File: config.mk
export PLATFORM = sky130hd
export DESIGN_NAME = lpi_led_pwm
export DESIGN_NICKNAME = d
export VERILOG_FILES = /design/src/hdl/lpi_pkg.sv /design/src/hdl/lpi_led_pwm.sv /design/src/hdl/lpi_timebase.sv
export SDC_FILE = /design/constraint.sdc
export NUM_CORES = 1
export LEC_CHECK = 0
export BUFFER_PORTS_ARGS = -buffer_cell sky130_fd_sc_hd__buf_2
export CORE_MARGIN = 3
export CORE_UTILIZATION = 60
export DETAILED_ROUTE_END_ITERATION = 16
export GPL_TIMING_DRIVEN = 0
export PLACE_DENSITY = 0.8
export SETUP_SLACK_MARGIN = 0.15
export SYNTH_ARGS = -nofsm -noshare
export SYNTH_HDL_FRONTEND = slang
export SYNTH_SLANG_ARGS = --single-unit
File: constraint.sdc
create_clock -name core_clk_in -period 2.27 [get_ports core_clk_in]
set_input_delay 0.227 -clock core_clk_in [delete_from_list [all_inputs] [get_ports core_clk_in]]
set_output_delay 0.227 -clock core_clk_in [all_outputs]
set_load 0.005 [all_outputs]
File: src/hdl/lpi_pkg.sv
// constants and carrier types for the led pwm intensity and blink block
package lpi_pkg;

	// register addresses
	localparam logic [7:0] LPI_ADDR_PHASE0 = 8'h01;
	localparam logic [7:0] LPI_ADDR_PHASE1 = 8'h09;
	localparam logic [7:0] LPI_ADDR_MASTER = 8'h0E;
	localparam logic [7:0] LPI_ADDR_CONFIG = 8'h0F;
	localparam logic [7:0] LPI_ADDR_INTEN_FIRST = 8'h10;
	localparam logic [7:0] LPI_ADDR_INTEN_LAST = 8'h13;

	// reset values
	localparam logic [7:0] LPI_PHASE_RST = 8'hFF;
	localparam logic [7:0] LPI_MASTER_RST = 8'h00;
	localparam logic [31:0] LPI_INTEN_RST = 32'hFFFFFFFF;
	localparam logic LPI_CFG_BIT_RST = 1'h0;
	localparam logic LPI_O8_LEVEL_RST = 1'h1;

	// configuration register field positions
	localparam int LPI_CFG_ENABLE = 0;
	localparam int LPI_CFG_FLIP = 1;
	localparam int LPI_CFG_GLOBAL = 2;
	localparam int LPI_CFG_O8_P0 = 4;
	localparam int LPI_CFG_O8_P1 = 5;
	localparam int LPI_CFG_BLINK_STAT = 6;

	// pwm structure
	localparam int LPI_OUTPUTS = 9;
	localparam int LPI_PHASE_OUTPUTS = 8;
	localparam logic [3:0] LPI_LAST_SLOT = 4'hE;
	localparam logic [3:0] LPI_LAST_CYCLE = 4'hF;
	localparam logic [3:0] LPI_FULL_ON = 4'hF;
	localparam logic [3:0] LPI_MASTER_OFF = 4'h0;

	// oscillator timing
	localparam int LPI_CLK_HZ = 25000000;
	localparam int LPI_OSC_HZ = 32000;
	localparam int LPI_OSC_DIV = LPI_CLK_HZ / LPI_OSC_HZ;
	localparam int LPI_DIV_W = 10;
	localparam logic [LPI_DIV_W-1:0] LPI_DIV_LAST =
		LPI_DIV_W'(LPI_OSC_DIV - 1);

	// pwm position handed from the timebase
	typedef struct packed {
		logic [3:0] slot;
		logic [3:0] cycle;
	} lpi_pos_type;

	// timebase state
	typedef struct packed {
		logic [LPI_DIV_W-1:0] div;
		lpi_pos_type pos;
	} lpi_tb_state_type;

	// configuration bits
	typedef struct packed {
		logic o8_p1;
		logic o8_p0;
		logic global_en;
		logic flip;
		logic blink_en;
	} lpi_cfg_type;

	// main block state
	typedef struct packed {
		logic [7:0] phase0;
		logic [7:0] phase1;
		logic [7:0] master;
		lpi_cfg_type cfg;
		logic [31:0] inten;
		logic [1:0] blink_sync;
		logic [7:0] rd_data;
		logic [8:0] sink_oe;
	} lpi_state_type;

endpackage

File: src/hdl/lpi_led_pwm.sv
// led pwm intensity and two-phase blink output stage
`timescale 1ns/100ps
`default_nettype none

module lpi_led_pwm (
	// clock and reset
	input wire logic core_clk_in,
	input wire logic rst_n_in,
	// register port, same clock domain
	input wire logic [7:0] reg_addr_in,
	input wire logic [7:0] reg_wdata_in,
	input wire logic reg_wr_in,
	output logic [7:0] reg_rdata_out,
	// blink input pin, asynchronous
	input wire logic blink_in,
	// open-drain led outputs
	output logic [8:0] led_out,
	output logic [8:0] led_oe_out
);

	lpi_pkg::lpi_state_type s_r;
	lpi_pkg::lpi_state_type s_nxt;
	lpi_pkg::lpi_pos_type pos;
	logic pwm_run;
	logic phase_one;
	logic [8:0] level;
	logic [1:0] inten_idx;
	logic [7:0] cfg_rd;

	// pwm runs only with a non-zero master nibble
	// oscillator stop control
	assign pwm_run = (s_r.master[7:4] != lpi_pkg::LPI_MASTER_OFF);

	lpi_timebase u_timebase (
		.core_clk_in(core_clk_in),
		.rst_n_in(rst_n_in),
		.run_in(pwm_run),
		.pos_out(pos)
	);

	// blink phase choice; stage two of the synchroniser only
	// flip xor input when enabled
	assign phase_one = s_r.cfg.blink_en & (s_r.cfg.flip ^ s_r.blink_sync[1]);

	// per-output level from phase bit, intensity and timebase
	for (genvar i = 0; i < lpi_pkg::LPI_OUTPUTS; i++) begin : g_out
		logic phase_bit;
		logic [3:0] setting;
		logic is_static;
		logic gated;
		logic on_time;
		if (i < lpi_pkg::LPI_PHASE_OUTPUTS) begin : g_reg
			assign phase_bit = phase_one ? s_r.phase1[i] : s_r.phase0[i];
			assign setting = s_r.cfg.global_en ? s_r.master[3:0] :
				s_r.inten[i*4 +: 4];
		end else begin : g_ninth
			assign phase_bit = phase_one ? s_r.cfg.o8_p1 : s_r.cfg.o8_p0;
			assign setting = s_r.master[3:0];
		end
		// full setting is static, no gating
		assign is_static = !pwm_run || (setting == lpi_pkg::LPI_FULL_ON);
		// master and nibble form 240 steps
		assign gated = (pos.slot < s_r.master[7:4]);
		assign on_time = gated && (pos.cycle <= setting);
		assign level[i] = (is_static || on_time) ? phase_bit : ~phase_bit;
	end

	// intensity register index within 0x10-0x13
	assign inten_idx = 2'(reg_addr_in - lpi_pkg::LPI_ADDR_INTEN_FIRST);

	// configuration read-back image; unused bits read zero
	always_comb begin
		cfg_rd = 8'h00;
		cfg_rd[lpi_pkg::LPI_CFG_ENABLE] = s_r.cfg.blink_en;
		cfg_rd[lpi_pkg::LPI_CFG_FLIP] = s_r.cfg.flip;
		cfg_rd[lpi_pkg::LPI_CFG_GLOBAL] = s_r.cfg.global_en;
		cfg_rd[lpi_pkg::LPI_CFG_O8_P0] = s_r.cfg.o8_p0;
		cfg_rd[lpi_pkg::LPI_CFG_O8_P1] = s_r.cfg.o8_p1;
		cfg_rd[lpi_pkg::LPI_CFG_BLINK_STAT] = s_r.blink_sync[1];
	end

	// next state: writes, read data, synchroniser, pin drive
	always_comb begin
		s_nxt = s_r;
		s_nxt.blink_sync = {s_r.blink_sync[0], blink_in};
		if (reg_wr_in) begin
			unique case (reg_addr_in)
				lpi_pkg::LPI_ADDR_PHASE0: begin
					s_nxt.phase0 = reg_wdata_in;
				end
				lpi_pkg::LPI_ADDR_PHASE1: begin
					s_nxt.phase1 = reg_wdata_in;
				end
				lpi_pkg::LPI_ADDR_MASTER: begin
					s_nxt.master = reg_wdata_in;
				end
				lpi_pkg::LPI_ADDR_CONFIG: begin
					s_nxt.cfg.blink_en = reg_wdata_in[lpi_pkg::LPI_CFG_ENABLE];
					s_nxt.cfg.flip = reg_wdata_in[lpi_pkg::LPI_CFG_FLIP];
					s_nxt.cfg.global_en = reg_wdata_in[lpi_pkg::LPI_CFG_GLOBAL];
					s_nxt.cfg.o8_p0 = reg_wdata_in[lpi_pkg::LPI_CFG_O8_P0];
					s_nxt.cfg.o8_p1 = reg_wdata_in[lpi_pkg::LPI_CFG_O8_P1];
				end
				default: begin
					if (reg_addr_in >= lpi_pkg::LPI_ADDR_INTEN_FIRST &&
						reg_addr_in <= lpi_pkg::LPI_ADDR_INTEN_LAST) begin
						s_nxt.inten[inten_idx*8 +: 8] = reg_wdata_in;
					end
				end
			endcase
		end
		// read data follows the address one cycle later
		unique case (reg_addr_in)
			lpi_pkg::LPI_ADDR_PHASE0: begin
				s_nxt.rd_data = s_r.phase0;
			end
			lpi_pkg::LPI_ADDR_PHASE1: begin
				s_nxt.rd_data = s_r.phase1;
			end
			lpi_pkg::LPI_ADDR_MASTER: begin
				s_nxt.rd_data = s_r.master;
			end
			lpi_pkg::LPI_ADDR_CONFIG: begin
				s_nxt.rd_data = cfg_rd;
			end
			default: begin
				if (reg_addr_in >= lpi_pkg::LPI_ADDR_INTEN_FIRST &&
					reg_addr_in <= lpi_pkg::LPI_ADDR_INTEN_LAST) begin
					s_nxt.rd_data = s_r.inten[inten_idx*8 +: 8];
				end else begin
					s_nxt.rd_data = 8'h00; // unmapped reads zero
				end
			end
		endcase
		// level 0 sinks, level 1 released
		s_nxt.sink_oe = ~level;
	end

	// state register; outputs released during reset
	always_ff @(posedge core_clk_in or negedge rst_n_in) begin
		if (!rst_n_in) begin
			s_r.phase0 <= lpi_pkg::LPI_PHASE_RST;
			s_r.phase1 <= lpi_pkg::LPI_PHASE_RST;
			s_r.master <= lpi_pkg::LPI_MASTER_RST;
			s_r.cfg.blink_en <= lpi_pkg::LPI_CFG_BIT_RST;
			s_r.cfg.flip <= lpi_pkg::LPI_CFG_BIT_RST;
			s_r.cfg.global_en <= lpi_pkg::LPI_CFG_BIT_RST;
			s_r.cfg.o8_p0 <= lpi_pkg::LPI_O8_LEVEL_RST;
			s_r.cfg.o8_p1 <= lpi_pkg::LPI_O8_LEVEL_RST;
			s_r.inten <= lpi_pkg::LPI_INTEN_RST;
			s_r.blink_sync <= 2'h0;
			s_r.rd_data <= 8'h00;
			s_r.sink_oe <= 9'h000;
		end else begin
			s_r <= s_nxt;
		end
	end

	// open-drain pins only ever drive low
	assign led_out = 9'h000;
	assign led_oe_out = s_r.sink_oe;
	assign reg_rdata_out = s_r.rd_data;

endmodule
`default_nettype wire

File: src/hdl/lpi_timebase.sv
// internal pwm oscillator, cycle and timeslot counters
`timescale 1ns/100ps
`default_nettype none

module lpi_timebase (
	// clock and reset
	input wire logic core_clk_in,
	input wire logic rst_n_in,
	// control
	input wire logic run_in,
	// pwm position
	output lpi_pkg::lpi_pos_type pos_out
);

	lpi_pkg::lpi_tb_state_type s_r;
	lpi_pkg::lpi_tb_state_type s_nxt;

	// divider makes the oscillator tick; held at zero while stopped
	always_comb begin
		s_nxt = s_r;
		if (!run_in) begin
			s_nxt = '0;
		end else if (s_r.div == lpi_pkg::LPI_DIV_LAST) begin
			s_nxt.div = '0;
			if (s_r.pos.cycle == lpi_pkg::LPI_LAST_CYCLE) begin
				s_nxt.pos.cycle = '0;
				if (s_r.pos.slot == lpi_pkg::LPI_LAST_SLOT) begin
					s_nxt.pos.slot = '0;
				end else begin
					s_nxt.pos.slot = s_r.pos.slot + 4'h1;
				end
			end else begin
				s_nxt.pos.cycle = s_r.pos.cycle + 4'h1;
			end
		end else begin
			s_nxt.div = s_r.div + 10'h001;
		end
	end

	// state register
	always_ff @(posedge core_clk_in or negedge rst_n_in) begin
		if (!rst_n_in) begin
			s_r <= '0;
		end else begin
			s_r <= s_nxt;
		end
	end

	assign pos_out = s_r.pos;

endmodule
`default_nettype wire

# [Word level (Yosys, flattened, before mapping)]
# Index checks and enable logic that the tools add are counted.
[totals] regBits=98 in_bits=20 out_inout_bits=26 wordCells=138
[op_classes] addsub=5 n_lt_le_gt_ge=12 eq_ne=18 n_shift=3 n_mux=35 n_bitwise=13 n_reduce_logical=37
[ops] cell="$eq 4x4->1 const B" count=11
[ops] cell="$mux 4" count=11
[ops] cell="$le 4x4->1" count=9
[ops] cell="$neg 5->34" count=1
[ops] cell="$shift 8x34->32 const A" count=1
[ops] cell="$shiftx 8x34->32" count=1
[ops] cell="$bwmux 32" count=1
[ops] cell="$pmux 8 s4" count=1
[ops] cell="$shiftx 32x6->8" count=1
[ops] cell="$eq 8x4->1 const B" count=3
[ops] cell="$logic_or 1x1->1" count=18
[ops] cell="$mux 1" count=18
[ops] cell="$mux 18" count=1
[ops] cell="$mux 8" count=2
[ops] cell="$add 10x1->10 const B" count=1
[ops] cell="$eq 10x10->1 const B" count=1
[ops] cell="$logic_and 1x1->1" count=10
[ops] cell="$mux 10" count=1
[ops] cell="$not 1->1" count=10
[ops] cell="$reduce_and 2->1" count=5
[ops] cell="$not 9->9" count=1
[ops] cell="$add 4x1->4 const B" count=2
[ops] cell="$eq 8x1->1 const B" count=1
[ops] cell="$ge 8x5->1 const B" count=1
[ops] cell="10 further kinds" count=11

# [Logic depth before layout (Yosys ltp)]
# Gate-level depths: netlist of run 1.
[depth] depth_word=6 depth_mapped=11 mapped_depth_nobuf=10

# [Modules after synthesis]
# Synthesis of run 1 repeated with hierarchy kept, for this count alone.
[unflattened] cells_unflattened=604 hier_area_um2=6060.8
[by_module_without_submodules] mod="lpi_led_pwm" instances=1 cells_each=502 area_each_um2=5039.8 seq_area_each_um2=2064.5
[by_module_without_submodules] mod="lpi_timebase" instances=1 cells_each=102 area_each_um2=1021.0 seq_area_each_um2=450.4

# [Least setup slack after synthesis of run 1]
# Ideal clock, no wire load.
[synth_path] path_type="register to register" start="reg s_r, in the netlist cfg_rd[2]" end="reg s_r, in the netlist led_oe_out[1]" setup_ps=129 t_arrival_ps=1777 required_ps=2141 slack_ps=364 stages_incl_launch_ff=10 n_path_buf=1 synth_period_minus_slack_ps=1906 cell_sequence="dfrtp_1 -> inv_2 -> clkbuf_1 -> a21oi_1 -> ha_1 -> a21oi_1 -> o21ai_0 -> a21oi_1 -> nor3_1 -> xor2_1"
[synth_lines] item="from (decl)" line_no="lpi_led_pwm.sv:21" source="lpi_pkg::lpi_state_type s_r;"
[synth_lines] item="from (signal assigned)" line_no="lpi_led_pwm.sv:155" source="s_r <= s_nxt;"

==> results.toml, run 1 <==
[run_status]
run_status = "complete, no violations"

[critical_path]
rrSetupSlack_ps = 90
rr_endpoint = "led_oe_out[3]$_DFF_PN0_"
timing.rr.start = "cfg_rd[2]$_DFFE_PN0P_"
cp.arrival_ps = 2470
end_kind = "flop"
crit_top_cell = "a21oi_1"
reg2reg_depth = 9
cp_max_fo = 10
cp.required_ps = 2570
slowest_delay_ps = 430
crit_slowest_cell = "dfrtp_1"
path_class = "reg2reg"
crit_chain = "inv_4, clkbuf_8, a21oi_1, ha_1, a21oi_1, o21ai_1, a21oi_1, nor3_2, xor2_1"
start_kind = "flop"

[clock_tree]
cts.htree.levels = 3
root_buffer = "clkbuf_8"
cts_tree = "built"
cts_num_sinks = 98
clock_path_buffers = 2
cts_buffers = 9
clock_latency_ps = 370
clk_pin_slew_worst_paths_ps = 100

[drt]
via_count = 4907
dr.pass1.iters = 5
wl_per_cell_um = 19.06
drtIter0Drc = 446
drtAntennaViolNets = 0
route.detailed.drc = 0
routedLengthMet1_mm = 5.803
drt-total-wl_mm = 15.16
top_layer = "met4"
wl_met3_um = 982
wl_met2_mm = 7.651
via_per_inst = 6.172

[synthesis]
yosys.area_share.simple = 0.1593
muxShareOfSynthArea = 0.09734
syn_area_um2 = 6016
synth_area_per_cell_um2 = 10.04
synthXorXnorAreaFrac = 0.02766
synth_fa_ha_area_frac = 0.09983
netlist.area_leader.share = 0.2184
synth_top_family_by_area = "simple AND/OR/NAND/NOR gates"
synth_area_leader_cell = "dfstp_2"
ys_seq_elements = 98
ys_warn_count = 0
synth.distinct_cells = 60
ys_seq_area_frac = 0.4181
synth_commonest_cells = "99 x nand2_1, 60 x a21oi_1, 50 x dfstp_2, 48 x dfrtp_1, 48 x ha_1"
synth-compound-area-share = 0.1283
ys_top_cells_by_area = "dfstp_2 22%, dfrtp_1 20%, ha_1 10%"
synth_edf_count = 0
synth-main-ff-cell = "dfstp_2"
netlist_instances = 599
yosysMostFrequentCell = "nand2_1"
ys_async_sr_fraction = 1.000

[finish]
nFillCells = 708
multi_input_area_um2 = 3212
syn2layout_area_growth_pct = 13.21
utilization = 0.7167
n_antenna_cell = 0
seqCellArea_um2 = 2517
fin_nets = 729
final_area_um2 = 6810
layout-drive-gt1-share = 0.3258

[pwr]
vdd_drop_max_uv = 421.7
p_leak_nw = 3.080
power_w = 0.003834
power_density_nw_per_um2 = 563.0

[grt]
grtUsageTotal = 0.2789
grt_pass1_vias = 4960
grt_start_max_net_pins = 64
grt_pass1_wl_mm = 24.72
antenna_found_initial = 0
grt_overflow = 0

[timing]
timing.fmax_mhz = 458.9
fin_skew_ps = 8.099
tns_ps = 0
setup_viol = 0
finalHoldViolCount = 0
finalCritPeriodShare = 0.9600
post-route-min-period_ps = 2179
slew_viol_final = 0
setup_slack_ps = 90.89
grt_setup_unrepaired = "true"
max_slew_margin = 0.5272
worst_pin_slew_ps = 706.6

[floorplan]
die_w_um = 106.1
die_y_um = 106.1
pin_count = 46
initial_utilization = 0.6330
die_area_um2 = 11260
rows = 35
core_um2 = 9503

[placement]
port_buffers = 35
post-dp-hpwl_mm = 11.11
place_ws_ps = -430.1
placed_cell_area_um2 = 6412
place_congestion = 0.9236

[worst_hold_path]
holdPathStages = 3
worst_hold_path_type = "in2reg"
hold_end = "s_r[48]$_DFFE_PN1P_"
worstHoldStart = "reg_wdata_in[5]"

[flow_run]
maxCapViolCount = 0
repair_timing:
action                                  CTS  global route
endpoints found under the setup margin   25             9
hold buffers                              2             0
pin swaps                                 3             3
setup buffers                             5             0
gates resized for setup                  30             7
hold endpoints to repair                 21             0
metrics by stage:
step / cells / hold slack, ps
global route: 795 / 142.2
floorplan: 607 / -68.59
detailed placement: 772 / 223.7
global placement: 771 / 333.4
CTS: 795 / 127.1
finish: 795 / 134.0
power by group:
group | internal (W) | switching, W | total [W] | leakage (nW)
clock | 0.000559 | 0.000653 | 0.00121 | 0.106
combinational | 0.000304 | 0.000413 | 0.000717 | 1.84
sequential | 0.00185 | 0.0000590 | 0.00191 | 1.13
total | 0.00271 | 0.00113 | 0.00383 | 3.08
layout make-up:
cell class	instances	area share
Buffer	46	0.05052
Clock buffer	11	0.02076
Clock inverter	5	0.009921
Inverter	27	0.01525
Multi-Input combinational cell	436	0.4716
Sequential cell	98	0.3696
Tap cell	129	0.02370
Timing Repair Buffer	43	0.03858
worst max-delay path by stage:
stage | start | endpoint | cells past startpoint
final | cfg_rd[2]$_DFFE_PN0P_ | led_oe_out[3]$_DFF_PN0_ | 9
after global routing | cfg_rd[2]$_DFFE_PN0P_ | led_oe_out[6]$_DFF_PN0_ | 9
after CTS | cfg_rd[2]$_DFFE_PN0P_ | led_oe_out[3]$_DFF_PN0_ | 9
after detailed placement | cfg_rd[2]$_DFFE_PN0P_ | led_oe_out[3]$_DFF_PN0_ | 9
after global placement | cfg_rd[2]$_DFFE_PN0P_ | led_oe_out[1]$_DFF_PN0_ | 9
after floorplan | cfg_rd[2]$_DFFE_PN0P_ | led_oe_out[1]$_DFF_PN0_ | 9
critical path: cells and delay by family (launching register included):
| kind | cells | cell delay (ps) |
|---|---|---|
| fa+ha+maj | 1 | 320 |
| xor+xnor | 1 | 200 |
| buf+inv | 2 | 360 |
| compound gates | 4 | 490 |
| flops | 1 | 430 |
| simple gates | 1 | 300 |
per-layer routing:
layer / GRT usage / vias up
met1: 0.3325 / 2399
met2: 0.4796 / 220
met4: 0.1471 / 0
li1: - / 2231
met3: 0.04979 / 57
met5: 0 / -
flip-flops by register name, summed over array words and instances (netlist names):
signal and flops:
cfg_rd 6, g_out.setting 4, led_oe_out 9, reg_rdata_out 8, s_nxt 1, s_r 52, u_timebase.pos_out 8, u_timebase.s_r 10
kinds of logic after synthesis:
family	after synthesis
simple gates	182
compound gates	133
flops	98
buf+inv	73
fa+ha+maj	48
mux	45
xor+xnor	19
other cells	1
layout by cell type, fill, tap and decap left out, drive strengths merged, types with 2 or more instances in the layout:
master       count
a21o             4
a21oi           61
a222oi           6
a22o             6
a22oi            2
a32oi            2
and2             2
and3             5
and4             2
buf             81
clkbuf          17
conb             9
dfrtp           48
dfstp           50
dlygate4sd3      2
ha              48
inv             30
mux2            28
mux2i            9
mux4             8
nand2          101
nand2b           2
nand3           10
nand4           11
nor2            18
nor2b            2
nor3            11
nor3b            2
nor4             6
nor4b            4
o211ai           2
o21ai           45
or4              2
xnor2            2
xor2            17
Power figures use the tool's default switching activity.
==> run 2: changes to the inputs <==
--- a/config.mk
+++ b/config.mk
@@ -7,10 +7,10 @@
 export LEC_CHECK = 0
 export BUFFER_PORTS_ARGS = -buffer_cell sky130_fd_sc_hd__buf_2
 export CORE_MARGIN = 3
-export CORE_UTILIZATION = 60
+export CORE_UTILIZATION = 55
 export DETAILED_ROUTE_END_ITERATION = 16
 export GPL_TIMING_DRIVEN = 0
-export PLACE_DENSITY = 0.8
+export PLACE_DENSITY = 0.77
 export SETUP_SLACK_MARGIN = 0.15
 export SYNTH_ARGS = -nofsm -noshare
 export SYNTH_HDL_FRONTEND = slang
==> constraint.sdc (replaced) <==
create_clock -name core_clk_in -period 2 [get_ports core_clk_in]
set_input_delay 0.2 -clock core_clk_in [delete_from_list [all_inputs] [get_ports core_clk_in]]
set_output_delay 0.2 -clock core_clk_in [all_outputs]
set_load 0.005 [all_outputs]
==> run 2 against run 1 <==
- the flow now finishes with violations (negative setup slack)
- flip-flop and latch count stayed put
- clock power hardly changed
- worst setup slack worse by 310 ps
- total power is 15% higher
- sequential share of layout area is 2.9 points lower
- maximum frequency is 1.6% lower
- non-clock buffer count is 17 higher
- clock skew is 4.2 ps higher
- global-route usage is 1.8 points lower
- first-iteration DRC count is 4.7% higher
- critical path depth is 1 higher
- critical endpoint is now led_oe_out[2]$_DFF_PN0_
- largest power group unchanged
==> results.toml, run 2 (synthesis gave the netlist of run 1 again) <==
[drt]
via_per_inst = 6.129
drt-total-wl_mm = 16.56
drtIter0Drc = 467
via_count = 5026
drtAntennaViolNets = 0
wl_per_cell_um = 20.20
route.detailed.drc = 0
dr.pass1.iters = 5

[finish]
n_antenna_cell = 0
syn2layout_area_growth_pct = 23.19
final_cell_mix = "97 x nand2_1, 50 x dfstp_2, 48 x buf_4, 42 x dfrtp_1"
fin_nets = 747
regMostFlops = "s_r"
layout-drive-gt1-share = 0.4415
largest_register_ffs = 52
mostFrequentLayoutCell = "nand2_1"

[pwr]
swShare = 0.3144
power_w = 0.004412
p_sw_w = 0.001387
p_clk_frac = 0.278
p_int_w = 0.003025
p_leak_nw = 3.223
power_density_nw_per_um2 = 595.4
sequentialPowerShare = 0.490
vdd_drop_max_uv = 677.0
combPwrFrac = 0.231

[clock_tree]
clock_latency_ps = 380
clock_path_buffers = 2
root_buffer = "clkbuf_8"
clk_pin_slew_worst_paths_ps = 100
cts.htree.levels = 3
cts_tree = "built"
cts_num_sinks = 98
cts_buffers = 9

[timing]
timing.fmax_mhz = 451.6
fin_skew_ps = 12.30
slew_viol_final = 0
setup_slack_ps = -214.5
max_slew_margin = 0.4640
post-route-min-period_ps = 2214
setup_viol = 8
finalCritPeriodShare = 1.107
finalHoldViolCount = 0
worst_pin_slew_ps = 804.0
grt_setup_unrepaired = "true"

[placement]
place_congestion = 0.9174
post-dp-hpwl_mm = 11.24
place_ws_ps = -607.8
port_buffers = 35

[critical_path]
cp_max_fo = 6
end_kind = "flop"
path_class = "reg2reg"
cp.arrival_ps = 2480
reg2reg_depth = 10
cp.required_ps = 2270
start_kind = "flop"

[floorplan]
pin_count = 46
rows = 37
initial_utilization = 0.5750
die_area_um2 = 12230
die_y_um = 110.6
core_um2 = 10460
die_w_um = 110.6

[flow_run]
maxCapViolCount = 0

[grt]
grt_pass1_wl_mm = 25.31
grt_overflow = 0
grt_start_max_net_pins = 51
grt_pass1_vias = 4950
antenna_found_initial = 0
grtUsageTotal = 0.2604

[run_status]
run_status = "complete, but fails checks"
violations = "negative setup slack"

[worst_hold_path]
worst_hold_path_type = "in2reg"
holdPathStages = 3
==> run 2: per-layer routing <==
metal	track usage	wire (um)
met5	0	0
met4	0.1084	660
met3	0.04164	963
met2	0.4551	8434
met1	0.3194	6503
==> run 2: final timing paths <==
kind                            slack (ps)                   from                               to
worst max-delay path                  -210  cfg_rd[2]$_DFFE_PN0P_          led_oe_out[2]$_DFF_PN0_
worst min-delay path                   110        reg_wdata_in[3]              s_r[22]$_DFFE_PN1P_
worst max register to register        -210  cfg_rd[2]$_DFFE_PN0P_          led_oe_out[2]$_DFF_PN0_
worst min register to register         360    s_nxt[18]$_DFF_PN0_              cfg_rd[6]$_DFF_PN0_
max in group asynchronous              890               rst_n_in              s_r[79]$_DFFE_PN1P_
min in group asynchronous              380               rst_n_in  g_out[8].setting[2]$_DFFE_PN0P_
==> run 2: through the flow <==
stage          cell area (um^2)    util  hold slack, ps  instances  TNS [ps]
4_1_cts                    6952  0.6644           95.02        809    -467.6
6_report                   7411  0.7083           112.5        820     -1134
2_1_floorplan              6050       -          -95.59        607         0
3_5_place_dp               6425  0.6141           261.9        779    -16740
5_1_grt                    7411  0.7083           103.0        820     -1745
3_3_place_gp               6395  0.6112           309.1        778    -22820
==> run 2: repair_timing <==
action                                 in CTS  in global routing
setup endpoints to repair                  48                 48
endpoints found under the hold margin      24                  0
gates cloned                                1                  1
pin swaps                                  26                 36
hold buffers                                2                  0
setup buffers                              11                 10
resized for setup                          54                 78
==> run 2: layout make-up <==
type,instances,area (um^2)
Timing Repair inverter,1,7.507
Sequential cell,98,2525
Clock buffer,9,123.9
Fill cell,734,3052
Timing Repair Buffer,60,451.7
Inverter,27,110.1
Multi-Input combinational cell,436,3575
Buffer,46,384.1
Clock inverter,7,63.81
Tap cell,136,170.2
==> run 2: worst max-delay path, stage by stage (launching register included) <==
cell	delay, ps
dfrtp_2	470
clkinv_4	150
nor2_4	210
buf_12	160
a21oi_2	50
ha_1	340
a21oi_1	160
o21ai_1	100
a21oi_1	200
nor3_2	80
xor2_1	180
==> run 2: power groups by stage <==
| stage | clock [W] | sequential [W] | combinational [W] |
|---|---|---|---|
| floorplan | 0 | 0.00218 | 0.000470 |
| global placement | 0 | 0.00219 | 0.000700 |
| detailed placement | 0 | 0.00220 | 0.000738 |
| CTS | 0.00125 | 0.00216 | 0.000857 |
| global route | 0.00132 | 0.00218 | 0.00110 |
| finish | 0.00123 | 0.00216 | 0.00102 |
==> run 3: changes to the inputs <==
--- a/config.mk
+++ b/config.mk
@@ -10,7 +10,8 @@
 export CORE_UTILIZATION = 55
 export DETAILED_ROUTE_END_ITERATION = 16
 export GPL_TIMING_DRIVEN = 0
-export PLACE_DENSITY = 0.77
+export PLACE_DENSITY = 0.75
+export REMOVE_ABC_BUFFERS = 1
 export SETUP_SLACK_MARGIN = 0.15
 export SYNTH_ARGS = -nofsm -noshare
 export SYNTH_HDL_FRONTEND = slang
==> run 3 against run 2 <==
- the run still ends with negative setup slack left
- global-route usage is 0.29 points higher
- register-to-register slack about the same
- worst setup slack about the same
- first-iteration DRC count up 2.1%
- clock skew fell by 2.5 ps
- largest cell class unchanged
- highest routed layer unchanged
==> results.toml, run 3 (synthesis gave the netlist of run 1 again) <==
[worst_hold_path]
worst_hold_path_type = "in2reg"
worstHoldStart = "reg_wdata_in[6]"
holdPathStages = 3

[timing]
timing.fmax_mhz = 451.6
finalCritPeriodShare = 1.107
max_slew_margin = 0.5712
worst_pin_slew_ps = 641.4
tns_ps = -894.0
finalHoldViolCount = 0
fin_hold_ws_ps = 89.34
slew_viol_final = 0
setup_viol = 8
fin_skew_ps = 9.756
setup_slack_ps = -214.4
grt_setup_unrepaired = "true"
post-route-min-period_ps = 2214

[clock_tree]
cts.htree.levels = 3
cts_num_sinks = 98
cts_tree = "built"
root_buffer = "clkbuf_8"
clk_pin_slew_worst_paths_ps = 110
clock_path_buffers = 2
clock_latency_ps = 390
cts_buffers = 9

[flow_run]
maxCapViolCount = 0

[floorplan]
rows = 37
core_um2 = 10460
die_area_um2 = 12230
pin_count = 46
die_w_um = 110.6
die_y_um = 110.6
initial_utilization = 0.5750

[pwr]
power_w = 0.004517
power_density_nw_per_um2 = 621.8
p_leak_nw = 3.133
vdd_drop_max_uv = 469.9

[critical_path]
crit_chain = "inv_2, nor2_4, buf_4, buf_6, buf_6, a21oi_4, buf_4, nor4b_1, nor3_2, xor2_1"
crit_slowest_cell = "nor4b_1"
timing.rr.start = "g_out[8].setting[3]$_DFFE_PN0P_"
cp_max_fo = 5
path_class = "reg2reg"
slowest_delay_ps = 520
end_kind = "flop"
crit_start = "g_out[8].setting[3]$_DFFE_PN0P_"
reg2reg_depth = 10
cp.required_ps = 2270
cp.arrival_ps = 2480
start_kind = "flop"

[grt]
grtUsageTotal = 0.2633
grt_pass1_wl_mm = 25.72
antenna_found_initial = 0
grt_overflow = 0
grt_pass1_vias = 5087
grt_start_max_net_pins = 52

[run_status]
violations = "negative setup slack"
run_status = "complete, but fails checks"

[placement]
post-dp-hpwl_mm = 10.42
place_congestion = 0.9105
port_buffers = 36
place_inst = 734

[finish]
final_cell_mix = "96 x nand2_1, 50 x dfstp_2, 40 x dfrtp_1, 39 x ha_1, 34 x buf_2"
mostFrequentLayoutCell = "nand2_1"
syn2layout_area_growth_pct = 20.76
fin_nets = 725
largest_register_ffs = 52
layout-drive-gt1-share = 0.4260
stdcell_count = 798
n_antenna_cell = 0
regMostFlops = "s_r"

[drt]
via_count = 5017
dr.pass1.iters = 7
via_per_inst = 6.287
drt-total-wl_mm = 16.95
drtAntennaViolNets = 0
route.detailed.drc = 0
wl_per_cell_um = 21.24
drtIter0Drc = 477
==> run 3: cell types whose count changed in the layout (fill, tap and decap cells not counted), sizes merged <==
| cell | change |
|---|---|
| bufinv | +1 |
| clkinv | +1 |
| clkinvlp | -3 |
| buf | -17 |
| inv | +2 |
| clkbuf | -6 |
==> run 3: what timing repair did <==
item / in CTS / in global routing
gates cloned: 2 / 0
hold buffers: 2 / 0
hold endpoints to repair: 26 / 0
endpoints found under the setup margin: 55 / 38
buffers inserted: 27 / 17
pin swaps: 34 / 41
resized for setup: 64 / 71
==> run 3: worst paths after layout <==
| kind | to | slack [ps] |
|---|---|---|
| hold reg to reg | cfg_rd[6]$_DFF_PN0_ | 360 |
| max in group asynchronous | s_r[50]$_DFFE_PN1P_ | 900 |
| min in group asynchronous | led_oe_out[2]$_DFF_PN0_ | 370 |
| hold / removal | s_r[41]$_DFFE_PN1P_ | 90 |
| setup / recovery | led_oe_out[2]$_DFF_PN0_ | -210 |
| setup reg to reg | led_oe_out[2]$_DFF_PN0_ | -210 |
==> run 3: through the flow <==
stage,utilization,instance area (um^2),setup slack [ps]
final,0.6943,7264,-214.4
after global routing,0.6943,7264,-255.0
after detailed placement,0.5843,6113,-993.9
after floorplan,-,5733,-49.94
after global placement,0.5814,6083,-856.9
after CTS,0.6520,6822,-100.3
==> run 3: critical path: cells and delay by family, from the launching register on <==
family / cells / cell delay (ps)
XOR/XNOR: 1 / 170
buffers and inverters: 5 / 580
flip-flops: 1 / 470
AND/OR/NAND/NOR: 3 / 850
AO/OA/AOI/OAI: 1 / 30
==> run 3: final cells by class <==
cell class                      instances  area [um^2]
Timing Repair Buffer                   83        645.6
Clock buffer                            9        123.9
Timing Repair inverter                  2        22.52
Fill cell                             731         3198
Multi-Input combinational cell        436         3575
Clock inverter                          7        87.58
Inverter                               27        112.6
Tap cell                              136        170.2
Sequential cell                        98         2527
==> run 3: where the power goes <==
| part | switching, W | internal (W) |
|---|---|---|
| sequential | 0.0000675 | 0.00210 |
| clock | 0.000768 | 0.000604 |
| combinational | 0.000571 | 0.000408 |
| total | 0.00141 | 0.00311 |
==> run 3: per-layer routing <==
metal  up-vias  share of wire  routed length [um]  global-route usage
li1       2223              -                   -                   -
met1      2446           0.37                6302              0.3148
met2       250           0.50                8493              0.4337
met3        98          0.071                1202             0.06027
met4         0          0.056                 954              0.1544
met5         -              0                   0                   0
